### src/common/lcdc_regs.vh
// Constants for the segment LCD driver serial command decoder.
// Assumes inclusion by bare name from the design file.
`ifndef LCDC_REGS_VH
`define LCDC_REGS_VH

// ----------------------------------------
// Mode codes
// ----------------------------------------
`define LCDC_MODE_READ      3'h6
`define LCDC_MODE_WRITE     3'h5
`define LCDC_MODE_CMD       3'h4

// ----------------------------------------
// Frame lengths
// ----------------------------------------
`define LCDC_MODE_BITS      3
`define LCDC_ADDR_BITS      6
`define LCDC_DATA_BITS      4
`define LCDC_CMD_BITS       9

// ----------------------------------------
// Clock source codes and reset values
// ----------------------------------------
`define LCDC_CLK_SRC_XTAL   2'h1
`define LCDC_CLK_SRC_RC     2'h2
`define LCDC_CLK_SRC_EXT    2'h3
`define LCDC_RST_CLK_SRC    2'h2
`define LCDC_RST_RATE       3'h0
`define LCDC_RST_BIAS_THIRD 1'h0
`define LCDC_RST_COMMONS    2'h0

// ----------------------------------------
// Timing: the time base runs off one tick per 1/128 s
// ----------------------------------------
`define LCDC_TICK_HZ        128
`define LCDC_CLK_HZ         125000000
`define LCDC_TICK_CYCLES    (`LCDC_CLK_HZ / `LCDC_TICK_HZ)
`define LCDC_WDT_TIME_S     4

`endif

### src/rtl/lcdc_cmd_decoder.v
// Serial mode and command decoder of a 32x4 segment LCD driver, with display RAM,
// configuration state, time base, watchdog, tone and interrupt outputs.
// Assumes cs_n, wr_n, rd_n and data_in are synchronous to clk.
//
// Notes on behaviour
// - Read frame: 110, address MSB first, data LSB
// - Write frame: 101, address MSB first, data LSB
// - Mode 101 also allows read-modify-write access
// - Mode 100 gives nine-bit commands, don't-cares ignored
// - Further nine-bit groups decode as commands
// - System disable stops bias, and oscillator unless source is external
// - System enable starts oscillator only
// - Bias generator off and on commands
// - Time base output routing off and on
// - Watchdog flag routing off and on
// - Tone outputs off and on
// - Pattern 0000-11XX clears time base counter
// - Pattern 0000-111X clears watchdog stage
// - Clock source select: crystal, RC, external
// - Tone four or two kHz select
// - Time base rate 2^n Hz, watchdog 4s/2^n
// - Test mode entry and normal mode select
// - Power-on defaults: all off, RC, normal
// - Chip select high resets serial interface
// - Bits sampled on write strobe rising edge
// - Read bit driven at read strobe fall
// - Watchdog time-out holds interrupt low until cleared
`timescale 1ns/1ps
`default_nettype none
`include "lcdc_regs.vh"

module lcdc_cmd_decoder #(
	parameter TICK_CYCLES = `LCDC_TICK_CYCLES,
	parameter RAM_WORDS   = 32
) (
	// Clock and reset
	input  wire       clk,
	input  wire       rst,
	// Serial interface
	input  wire       cs_n,
	input  wire       wr_n,
	input  wire       rd_n,
	input  wire       data_in,
	output reg        data_out,
	output reg        data_oe,
	// Configuration state
	output reg        osc_on_q,
	output reg        bias_gen_on_q,
	output reg [1:0]  clk_src_q,
	output reg        bias_third_q,
	output reg [1:0]  commons_q,
	output reg        test_mode_q,
	// Tone
	output reg        buzzer_out,
	output reg        buzzer_out_n,
	// Interrupt pin, open drain
	output reg        irq_out,
	output reg        irq_oe
);

	// ----------------------------------------
	// Serial front end
	// ----------------------------------------
	localparam ST_MODE = 2'h0;
	localparam ST_ADDR = 2'h1;
	localparam ST_DATA = 2'h2;
	localparam ST_CMD  = 2'h3;

	reg  [1:0]  state_q;
	reg  [2:0]  mode_q;
	reg  [3:0]  cnt_q;
	reg  [8:0]  shift_q;
	reg  [5:0]  addr_q;
	reg  [3:0]  wdata_q;
	reg         wr_n_q;
	reg         rd_n_q;
	reg  [3:0]  ram [0:RAM_WORDS-1];
	reg  [1:0]  rbit_q;

	wire        wr_rise = wr_n & ~wr_n_q;
	wire        rd_fall = ~rd_n & rd_n_q;
	wire [8:0]  cmd_word = {shift_q[7:0], data_in};
	wire        cmd_done = (state_q == ST_CMD) && wr_rise && (cnt_q == 4'h8) && !cs_n;
	wire [4:0]  ram_idx = addr_q[4:0];

	// Strobe history resets to the idle level so that no false edge follows reset.
	always @(posedge clk)
	begin
		if (rst)
		begin
			wr_n_q <= 1'b1;
			rd_n_q <= 1'b1;
		end
		else
		begin
			wr_n_q <= wr_n;
			rd_n_q <= rd_n;
		end
	end

	always @(posedge clk)
	begin
		if (rst || cs_n)
		begin
			state_q      <= ST_MODE;
			mode_q       <= 3'h0;
			cnt_q        <= 4'h0;
			shift_q      <= 9'h000;
			addr_q       <= 6'h00;
			wdata_q      <= 4'h0;
			rbit_q       <= 2'h0;
			data_oe      <= 1'b0;
			// The last read bit holds while deselected; only the line enable drops.
			if (rst)
				data_out <= 1'b0;
		end
		else
		begin
			if (wr_rise)
			begin
				shift_q <= cmd_word;
				case (state_q)
					ST_MODE:
					begin
						if (cnt_q == 4'h2)
						begin
							cnt_q  <= 4'h0;
							mode_q <= cmd_word[2:0];
							if (cmd_word[2:0] == `LCDC_MODE_CMD)
								state_q <= ST_CMD;
							else if (cmd_word[2:0] == `LCDC_MODE_READ || cmd_word[2:0] == `LCDC_MODE_WRITE)
								state_q <= ST_ADDR;
							else
								state_q <= ST_MODE;
						end
						else
							cnt_q <= cnt_q + 4'h1;
					end
					ST_ADDR:
					begin
						// Address arrives most significant bit first.
						if (cnt_q == 4'h5)
						begin
							addr_q  <= cmd_word[5:0];
							cnt_q   <= 4'h0;
							state_q <= ST_DATA;
						end
						else
							cnt_q <= cnt_q + 4'h1;
					end
					ST_DATA:
					begin
						// Data arrives bit zero first; in write mode the fourth bit stores and moves to next address.
						wdata_q <= {data_in, wdata_q[3:1]};
						if (cnt_q == 4'h3 && mode_q == `LCDC_MODE_WRITE)
						begin
							ram[ram_idx] <= {data_in, wdata_q[3:1]};
							addr_q       <= addr_q + 6'h01;
							cnt_q        <= 4'h0;
							rbit_q       <= 2'h0;
						end
						else
							cnt_q <= cnt_q + 4'h1;
					end
					ST_CMD:
					begin
						// Each group of nine bits is one command, mode code sent once.
						if (cnt_q == 4'h8)
							cnt_q <= 4'h0;
						else
							cnt_q <= cnt_q + 4'h1;
					end
					default:
						state_q <= ST_MODE;
				endcase
			end
			if (rd_fall && state_q == ST_DATA)
			begin
				// Reads send bit zero first; after four bits in read mode the address advances.
				data_oe      <= 1'b1;
				data_out     <= ram[ram_idx][rbit_q];
				rbit_q       <= rbit_q + 2'h1;
				if (rbit_q == 2'h3 && mode_q == `LCDC_MODE_READ)
					addr_q <= addr_q + 6'h01;
			end
			if (wr_rise)
				data_oe <= 1'b0;
		end
	end

	// ----------------------------------------
	// Command decode
	// ----------------------------------------
	reg         tb_route_q;
	reg         wdt_route_q;
	reg         tone_on_q;
	reg         tone_low_q;
	reg         irq_en_q;
	reg  [2:0]  rate_q;
	reg         tb_clr;
	reg         wdt_clr;

	always @*
	begin
		tb_clr  = cmd_done && cmd_word[8:5] == 4'h0 && cmd_word[4:3] == 2'h3;
		wdt_clr = cmd_done && cmd_word[8:5] == 4'h0 && cmd_word[4:2] == 3'h7;
	end

	always @(posedge clk)
	begin
		if (rst)
		begin
			osc_on_q      <= 1'b0;
			bias_gen_on_q <= 1'b0;
			clk_src_q     <= `LCDC_RST_CLK_SRC;
			bias_third_q  <= `LCDC_RST_BIAS_THIRD;
			commons_q     <= `LCDC_RST_COMMONS;
			test_mode_q   <= 1'b0;
			tb_route_q    <= 1'b0;
			wdt_route_q   <= 1'b0;
			tone_on_q     <= 1'b0;
			tone_low_q    <= 1'b0;
			irq_en_q      <= 1'b0;
			rate_q        <= `LCDC_RST_RATE;
		end
		else if (cmd_done)
		begin
			// Bit zero of the word is the trailing don't-care.
			case (cmd_word[8:6])
				3'h0:
				begin
					if (cmd_word[5] == 1'b0)
					begin
						case (cmd_word[4:1])
							4'h0:
							begin
								if (clk_src_q != `LCDC_CLK_SRC_EXT)
									osc_on_q <= 1'b0;
								bias_gen_on_q <= 1'b0;
							end
							4'h1: osc_on_q      <= 1'b1;
							4'h2: bias_gen_on_q <= 1'b0;
							4'h3: bias_gen_on_q <= 1'b1;
							4'h4: tb_route_q    <= 1'b0;
							4'h6: tb_route_q    <= 1'b1;
							4'h5: wdt_route_q   <= 1'b0;
							4'h7: wdt_route_q   <= 1'b1;
							4'h8: tone_on_q     <= 1'b0;
							4'h9: tone_on_q     <= 1'b1;
							default: ;
						endcase
					end
					else if (cmd_word[4:3] != 2'h0)
						clk_src_q <= cmd_word[4:3];
				end
				3'h1:
				begin
					if (cmd_word[5] == 1'b0 && cmd_word[4:3] != 2'h3)
					begin
						commons_q    <= cmd_word[4:3];
						bias_third_q <= cmd_word[1];
					end
				end
				3'h2: tone_low_q <= 1'b0;
				3'h3: tone_low_q <= 1'b1;
				3'h4: irq_en_q   <= cmd_word[4];
				3'h5: rate_q     <= cmd_word[3:1];
				3'h7:
				begin
					if (cmd_word[5:1] == 5'h00)
						test_mode_q <= 1'b1;
					else if (cmd_word[5:1] == 5'h03)
						test_mode_q <= 1'b0;
				end
				default: ;
			endcase
		end
	end

	// ----------------------------------------
	// Time base, watchdog, tone and interrupt
	// ----------------------------------------
	reg  [31:0] tick_cnt_q;
	reg  [6:0]  tb_cnt_q;
	reg  [11:0] wdt_cnt_q;
	reg         wdt_flag_q;
	reg  [6:0]  tb_cnt_d;
	wire        tick = (tick_cnt_q == TICK_CYCLES - 1);
	wire        running = osc_on_q;
	wire [11:0] wdt_limit = 12'h200 >> rate_q;
	wire        wdt_hit = tick && !wdt_flag_q && (wdt_cnt_q + 12'h001 >= wdt_limit);
	reg  [3:0]  tone_div_q;

	always @*
	begin
		tb_cnt_d = tb_cnt_q + 7'h01;
	end

	always @(posedge clk)
	begin
		if (rst || !running)
		begin
			tick_cnt_q <= 32'h0;
			tb_cnt_q   <= 7'h00;
			wdt_cnt_q  <= 12'h000;
			wdt_flag_q <= 1'b0;
			tone_div_q <= 4'h0;
		end
		else
		begin
			tick_cnt_q <= tick ? 32'h0 : tick_cnt_q + 32'h1;
			tone_div_q <= tone_div_q + 4'h1;
			if (tb_clr)
				tb_cnt_q <= 7'h00;
			else if (tick)
				tb_cnt_q <= tb_cnt_d;
			if (wdt_clr || !irq_en_q)
			begin
				// A time-out in the same cycle as a clear still sets the flag.
				wdt_cnt_q  <= 12'h000;
				wdt_flag_q <= wdt_hit && irq_en_q;
			end
			else if (tick && !wdt_flag_q)
			begin
				if (wdt_hit)
					wdt_flag_q <= 1'b1;
				wdt_cnt_q <= wdt_cnt_q + 12'h001;
			end
		end
	end

	// Time base square wave: bit (6-n) of the 128 Hz tick count gives 2^n Hz.
	// The 128 Hz rate has no counter bit and uses the second half of each tick period.
	reg         tb_wave;

	always @*
	begin
		if (rate_q == 3'h7)
			tb_wave = (tick_cnt_q >= TICK_CYCLES / 2);
		else
			tb_wave = tb_cnt_q[3'h6 - rate_q];
	end

	always @(posedge clk)
	begin
		if (rst)
		begin
			buzzer_out   <= 1'b0;
			buzzer_out_n <= 1'b0;
			irq_out      <= 1'b0;
			irq_oe       <= 1'b0;
		end
		else
		begin
			// Tone is a scaled stand-in; low pitch uses one more divide stage.
			if (tone_on_q && running)
			begin
				buzzer_out   <= tone_low_q ? tone_div_q[3] : tone_div_q[2];
				buzzer_out_n <= tone_low_q ? ~tone_div_q[3] : ~tone_div_q[2];
			end
			else
			begin
				buzzer_out   <= 1'b0;
				buzzer_out_n <= 1'b0;
			end
			irq_out <= 1'b0;
			irq_oe  <= irq_en_q && ((wdt_route_q && wdt_flag_q) || (tb_route_q && tb_wave));
		end
	end

endmodule // lcdc_cmd_decoder

`default_nettype wire

### config.mk
export PLATFORM = sky130hd
export DESIGN_NAME = lcdc_cmd_decoder
export DESIGN_NICKNAME = d
export VERILOG_FILES = /design/src/rtl/lcdc_cmd_decoder.v
export VERILOG_INCLUDE_DIRS = /design/src /design/src/common
export SDC_FILE = /design/constraint.sdc
export NUM_CORES = 1
export LEC_CHECK = 0
export BUFFER_PORTS_ARGS = -buffer_cell sky130_fd_sc_hd__clkbuf_2
export CAP_MARGIN = 20
export CORE_ASPECT_RATIO = 0.5
export CORE_MARGIN = 4
export CORE_UTILIZATION = 45
export CTS_CLUSTER_DIAMETER = 30
export DETAILED_ROUTE_END_ITERATION = 8
export SYNTH_ARGS = -nofsm -noshare
export SYNTH_HDL_FRONTEND = slang
export SYNTH_SLANG_ARGS = --single-unit
### constraint.sdc
create_clock -name clk -period 3.1 [get_ports clk]
set_clock_uncertainty 0.15 [all_clocks]
set_input_delay 0.465 -clock clk [delete_from_list [all_inputs] [get_ports clk]]
set_output_delay 0.465 -clock clk [all_outputs]
set_load 0.02 [all_outputs]
Word-level counts from Yosys, hierarchy flattened. Memories as Yosys holds them, arrays and structs flattened. A register that Yosys moved wholly into a read port is not among the register bits. Index checks and enable logic that the tools add are counted.

Output and inout bits: 14. Memories kept: 1. Memory bits (writable): 128. Logic and storage cells: 209. Flip-flop bits (word level): 108. Bits of input ports: 6.

Mux-type cells: 48. Shift-type cells: 1. Magnitude comparators: 4. Equal/unequal tests: 39. Add/subtract/negate cells: 8. Reduce and logical (&&, ||, !) cells: 69. Bitwise gates (word level): 8.

Memories: ram (words 32, width 4, read ports 1, clocked after Yosys merged registers in 1, wr ports 1, RTL line lcdc_cmd_decoder.v:77) `reg [3:0] ram [0:RAM_WORDS-1];`.

Operators by type and width (count): 32-bit by 1-bit adder with 32-bit output, second input constant (1); 32-bit by 20-bit == test with 1-bit output, second input constant (1); 32-bit by 19-bit greater-or-equal comparator with 1-bit output, second input constant (1); 3-bit == test, second input constant (10); 6-bit 2-to-1 mux (5); 2-bit nonzero test (15); 4-bit AND reduction (6); 4-bit by 3-bit == test with 1-bit output, second input constant (5); 1-bit 2-to-1 mux (20); 1-bit logical AND (17); 4-bit by 2-bit == test with 1-bit output, second input constant (4); 4-bit 2-to-1 mux (4); 4-bit one-hot mux with 4 select lines (1); 2-bit 2-to-1 mux (7); 12-bit by 1-bit adder with 12-bit output, second input constant (1); 4-bit == test, second input constant (3); 12-bit greater-or-equal comparator (1); 2-bit inequality test, second input constant (6); 1-bit one-hot mux with 2 select lines (6); 6-bit one-hot mux with 2 select lines (1); 2-bit AND reduction (6); 3-bit AND reduction (4); 2-bit OR reduction (6); 10-bit by 3-bit right shift with 12-bit output, first input constant (1); other kinds (26) (45).

Depth between registers and ports, before layout.
Word-level depth: 10. Mapped depth: 11. Mapped depth without buffers: 11.

Least setup slack after synthesis. OpenSTA, ideal clock, no wires.

Kind: reg-to-reg. Start: register wdt_cnt_q[0]. End: register wdt_flag_q. Slack: 0.682 ns. Path buffers: 0. Cell stages (with the launch flop): 12. Library setup time: 0.122 ns. Data required time: 2.828 ns. Clock period less this slack: 2.418 ns. Arrival: 2.146 ns. Cells stage by stage: dfxtp_1 > ha_1 > and3_1 > and3_1 > xor2_1 > ha_1 > a21o_1 > a21o_1 > a21oi_1 > o21ai_0 > a21oi_1 > a31oi_1.

Word-level cells in the longest chain between the ends: 5. Elaborated cells on any way between the ends: 7. Those cells by class: 1 x add/sub; 1 x order compare; 1 x mux; 4 x reduce/logical.

RTL lines: start: declaration (RTL line lcdc_cmd_decoder.v:285) `reg [11:0] wdt_cnt_q;`; start signal: assignment (RTL line lcdc_cmd_decoder.v:327) `wdt_cnt_q <= wdt_cnt_q + 12'h001;`; 12-bit by 1-bit adder with 12-bit output * (RTL line lcdc_cmd_decoder.v:291) `wire wdt_hit = tick && !wdt_flag_q && (wdt_cnt_q + 12'h001 >= wdt_limit);`; 12-bit greater-or-equal comparator * (RTL line lcdc_cmd_decoder.v:291); 1-bit logical AND * (RTL line lcdc_cmd_decoder.v:291); 2-bit nonzero test (no line) / 1-bit logical AND (equally long branches); 2-bit AND reduction (no line) / 1-bit 2-to-1 mux (equally long branches); end signal: assignment (RTL line lcdc_cmd_decoder.v:321) `wdt_flag_q <= wdt_hit && irq_en_q;`; end: declaration (RTL line lcdc_cmd_decoder.v:286) `reg wdt_flag_q;`.

Every way passes the cells marked *; elsewhere a longest branch is shown, timed or not. A chain may end at the register's enable or synchronous reset.

Worst setup path in the final report.
Start: register state_q[0]. End: memory ram[17][0] (enable).

Word-level cells in the longest chain between the ends: 5.

RTL lines: start: declaration (RTL line lcdc_cmd_decoder.v:69) `reg [1:0] state_q;`; start signal: assignment (RTL line lcdc_cmd_decoder.v:105) `state_q <= ST_MODE;`; start signal: assignment (RTL line lcdc_cmd_decoder.v:130) `state_q <= ST_CMD;`; start signal: assignment (RTL line lcdc_cmd_decoder.v:132) `state_q <= ST_ADDR;`; 2-bit == test (RTL line lcdc_cmd_decoder.v:122) `case (state_q)`; 1-bit 2-to-1 mux (RTL line lcdc_cmd_decoder.v:122); 1-bit 2-to-1 mux (RTL line lcdc_cmd_decoder.v:119) `if (wr_rise)`; 1-bit 2-to-1 mux (RTL line lcdc_cmd_decoder.v:103) `if (rst || cs_n)`; 1-bit 2-to-1 mux (implied by the code) (RTL line lcdc_cmd_decoder.v:157) `ram[ram_idx] <= {data_in, wdata_q[3:1]};`; end: declaration (RTL line lcdc_cmd_decoder.v:77).

No other way between the ends.

==> run_summary.xml <==
<?xml version="1.0" encoding="UTF-8"?>
<metrics>
  <group name="final_layout">
    <metric name="commonest_non_fill_non_tap_cell_in_the_layout" unit="">sky130_fd_sc_hd__nor2_1</metric>
    <metric name="number_of_nets_in_the_layout" unit="">992</metric>
    <metric name="drive_above_1_share" unit="%">14.7</metric>
    <metric name="final_core_utilization" unit="%">53.1</metric>
    <metric name="final_cell_mix" unit="">138 x sky130_fd_sc_hd__nor2_1, 129 x sky130_fd_sc_hd__edfxtp_1, 104 x sky130_fd_sc_hd__dfxtp_1</metric>
    <metric name="area.sequential" unit="um2">5980</metric>
    <metric name="antenna_cells_inserted" unit="">0</metric>
    <metric name="area_occupied_by_multi_input_gates" unit="um2">4370</metric>
    <metric name="flow.area_growth_from_synthesis" unit="%">14.9</metric>
    <metric name="num-fill-cells" unit="">2002</metric>
  </group>
  <group name="global_routing">
    <metric name="grt_max_degree" unit="">40</metric>
    <metric name="antenna_found_initial" unit="">0</metric>
    <metric name="grt_remaining_overflow" unit="">0</metric>
    <metric name="global_route_wire_length_before_repair" unit="mm">37.4</metric>
    <metric name="grt_util_all_layers" unit="%">17.6</metric>
    <metric name="via_count_of_the_first_global_routing_pass" unit="">7110</metric>
  </group>
  <group name="cts">
    <metric name="ctsLongestPathBuffers" unit="">3</metric>
    <metric name="cts_num_sinks" unit="">234</metric>
    <metric name="tritoncts_buffer_count" unit="">37</metric>
    <metric name="clock_latency" unit="ns">0.51</metric>
    <metric name="cts-root-buf" unit="">sky130_fd_sc_hd__clkbuf_16</metric>
    <metric name="postCtsSetupBuffers" unit="">0</metric>
    <metric name="tritoncts_clock_tree" unit="">yes</metric>
    <metric name="clk_pin_slew" unit="ns">0.06</metric>
    <metric name="htree_levels" unit="">2</metric>
  </group>
  <group name="floorplan">
    <metric name="die_area" unit="um2">26300</metric>
    <metric name="core_region_area" unit="um2">23000</metric>
    <metric name="num_rows" unit="">39</metric>
    <metric name="io_pins" unit="">20</metric>
    <metric name="initial_cell_density_of_the_core" unit="%">46.2</metric>
    <metric name="die_w" unit="um">225</metric>
    <metric name="fp.dieH" unit="um">117</metric>
  </group>
  <group name="worst_setup_path">
    <metric name="cp-start-kind" unit="">flop</metric>
    <metric name="worst_setup_path_startpoint" unit="">state_q[0]</metric>
    <metric name="reg2reg_from" unit="">state_q[0]</metric>
    <metric name="worstPathRequired" unit="ns">3.10</metric>
    <metric name="timing_worst_setup_path_type" unit="">flop to flop</metric>
    <metric name="timing.critical_path.fanout_max" unit="">8</metric>
    <metric name="cp_data_arrival_time" unit="ns">2.83</metric>
    <metric name="setup.reg_to_reg.worst_slack" unit="ns">0.26</metric>
    <metric name="setup.worst_path.end_class" unit="">flop</metric>
  </group>
  <group name="run_status">
    <metric name="status" unit="">complete, no violations</metric>
  </group>
  <group name="detailed_routing">
    <metric name="wirelength_met1" unit="mm">10.6</metric>
    <metric name="drt_first_pass_iters" unit="">5</metric>
    <metric name="ant_nets" unit="">0</metric>
    <metric name="vias_per_cell" unit="">5.46</metric>
    <metric name="top_layer" unit="">met4</metric>
    <metric name="met2_length" unit="mm">10.3</metric>
    <metric name="route.detailed.drc" unit="">0</metric>
    <metric name="wirelength" unit="mm">22.5</metric>
    <metric name="wl_met3" unit="mm">1.07</metric>
    <metric name="num_vias" unit="">7026</metric>
    <metric name="post_drt_wl_per_cell" unit="um">17.5</metric>
    <metric name="drt_first_iter_violations" unit="">526</metric>
  </group>
  <group name="hold_path">
    <metric name="worst_hold_startpoint" unit="">rd_n</metric>
    <metric name="worstHoldPathType" unit="">primary input to flop</metric>
  </group>
  <group name="pwr">
    <metric name="max-vdd-ir-drop" unit="mV">0.487</metric>
    <metric name="power_density_over_the_cells" unit="nW/um2">590</metric>
    <metric name="leakagePower" unit="nW">4.16</metric>
  </group>
  <group name="synthesis">
    <metric name="synthAdderAreaFrac" unit="%">3.88</metric>
    <metric name="synth.cell_area" unit="um2">10600</metric>
    <metric name="synth_xor_area_share" unit="%">5.02</metric>
    <metric name="ys.flop_type" unit="">sky130_fd_sc_hd__edfxtp_1</metric>
    <metric name="synth_top_family_by_area" unit="">simple AND/OR/NAND/NOR gates</metric>
    <metric name="ys_ff_latch" unit="">234</metric>
    <metric name="synth-async-reset-ratio" unit="%">0</metric>
    <metric name="synth_seq_area_share" unit="%">56.2</metric>
    <metric name="synth_simple_gate_area_share" unit="%">18.0</metric>
    <metric name="post_synth_inst_count" unit="">924</metric>
    <metric name="ys_types" unit="">72</metric>
    <metric name="synth-warning-count" unit="">0</metric>
    <metric name="synth_compound_gate_area_share" unit="%">5.70</metric>
    <metric name="syn_area_per_cell" unit="um2">11.5</metric>
    <metric name="synth_fp_nets" unit="">963</metric>
    <metric name="synth_enable_flop_cells" unit="">129</metric>
    <metric name="synth.area.mux_share" unit="%">8.41</metric>
  </group>
  <group name="timing">
    <metric name="drv_slew" unit="">0</metric>
    <metric name="hold_viol_final" unit="">0</metric>
    <metric name="transition_time_at_the_pin_with_the_least_slew_margin" unit="ns">0.865</metric>
    <metric name="setup_slack" unit="ns">0.263</metric>
    <metric name="timing.slew.headroom" unit="%">42.3</metric>
    <metric name="clock.fmax" unit="MHz">352</metric>
    <metric name="period_minus_slack" unit="ns">2.84</metric>
    <metric name="grt_setup_unrepaired" unit="">no</metric>
    <metric name="finalSetupViolCount" unit="">0</metric>
    <metric name="fin_worst_hold_slack" unit="ns">0.0414</metric>
    <metric name="totalNegativeSetupSlack" unit="ns">0</metric>
    <metric name="period_share" unit="%">91.5</metric>
  </group>
  <group name="placed_design">
    <metric name="globalplace.congestion" unit="">0.825</metric>
    <metric name="post-dp-hpwl" unit="mm">14.9</metric>
    <metric name="buffer_ports.inserted" unit="">18</metric>
    <metric name="place_ws" unit="ns">0.177</metric>
  </group>
  <group name="job">
    <metric name="max-cap-violations" unit="">0</metric>
  </group>
</metrics>
-- state kept, by name, summed over array words and instances, names as in the netlist, 3 cells and up --
signal	count
mode_q	3
ram	128
wdata_q	3
addr_q	5
tick_cnt_q	32
wdt_cnt_q	12
tone_div_q	4
cnt_q	4
rate_q	3
tb_cnt_q	7
shift_q	8
-- cell usage after synthesis, types with 6 or more instances --
library cell                 n  share of area (%)
sky130_fd_sc_hd__mux2i_1    32                3.0
sky130_fd_sc_hd__nor2_1    138                4.9
sky130_fd_sc_hd__xnor2_1    21                1.7
sky130_fd_sc_hd__xor2_1     40                3.3
sky130_fd_sc_hd__nor2b_1     7               0.41
sky130_fd_sc_hd__inv_1      19               0.67
sky130_fd_sc_hd__nand3_1    35                1.6
sky130_fd_sc_hd__a21oi_1    35                1.6
sky130_fd_sc_hd__buf_2       9               0.42
sky130_fd_sc_hd__nand4_1    20                1.2
sky130_fd_sc_hd__mux4_2     25                5.3
sky130_fd_sc_hd__dfxtp_1   105                 20
sky130_fd_sc_hd__ha_1       33                3.9
sky130_fd_sc_hd__nand2b_1   12               0.71
sky130_fd_sc_hd__clkbuf_1   22               0.78
sky130_fd_sc_hd__a22oi_1     8               0.56
sky130_fd_sc_hd__and3_1     22                1.3
sky130_fd_sc_hd__edfxtp_1  129                 36
sky130_fd_sc_hd__nand2_1    82                2.9
sky130_fd_sc_hd__buf_4       6               0.42
sky130_fd_sc_hd__o21ai_0    11               0.52
sky130_fd_sc_hd__nand3b_1    7               0.49
sky130_fd_sc_hd__nor3_1     13               0.61
-- cells by family (layout without fill, tap and decap cells) --
group	Yosys count	count (layout)
buffers and inverters	64	120
flip-flops	234	234
AND/OR/NAND/NOR	380	380
multiplexers	58	58
AO/OA/AOI/OAI	93	93
other	1	1
XOR/XNOR	61	61
adder cells (fa/ha/maj)	33	33
-- critical path, cell delays in order, from the launching register on --
cell	delay, ns
sky130_fd_sc_hd__dfxtp_1	0.34
sky130_fd_sc_hd__inv_1	0.09
sky130_fd_sc_hd__ha_1	0.30
sky130_fd_sc_hd__nand2_1	0.17
sky130_fd_sc_hd__nor3_1	0.45
sky130_fd_sc_hd__nand2_1	0.46
sky130_fd_sc_hd__nor3_1	0.51
-- metal layers --
| layer | global-route usage (%) | vias to the layer above |
|---|---|---|
| li1 | - | 3410 |
| met1 | 23.7 | 3416 |
| met2 | 29.3 | 149 |
| met3 | 3.84 | 51 |
| met4 | 5.01 | 0 |
| met5 | 0 | - |
-- worst paths after layout --
kind                                 endpoint  cells past startpoint
worst max-delay path               ram[17][0]                      6
worst min-delay path                   rd_n_q                      2
worst max register to register     ram[17][0]                      6
worst min register to register  tone_div_q[0]                      1
-- what timing repair did --
action | in CTS | in global routing
setup endpoints to repair | 0 | 4
hold buffers | 0 | 0
gates resized for setup | 0 | 1
-- cell type report --
cell class	instances	share of cell area [%]
timing repair buffer	35	1.88
multi-input combinational	626	35.8
sequential	234	48.9
inverter	19	0.583
clock buffer	44	8.30
clock inverter	22	1.46
tap	307	3.14
-- per-stage QoR --
stage | power, mW | area (um2) | std cells
2_1_floorplan | 3.34 | 10600 | 924
3_3_place_gp | 3.36 | 11000 | 1221
3_5_place_dp | 3.36 | 11000 | 1221
4_1_cts | 7.29 | 12200 | 1287
5_1_grt | 7.46 | 12200 | 1287
6_report | 7.22 | 12200 | 1287
-- report_power, final --
| part | switching [mW] | leakage, nW | internal (mW) |
|---|---|---|---|
| logic | 0.0326 | 1.48 | 0.0117 |
| registers | 0.00265 | 2.10 | 3.25 |
| clock network | 1.47 | 0.581 | 2.45 |
No activity file was read; power rests on OpenSTA's default activity.
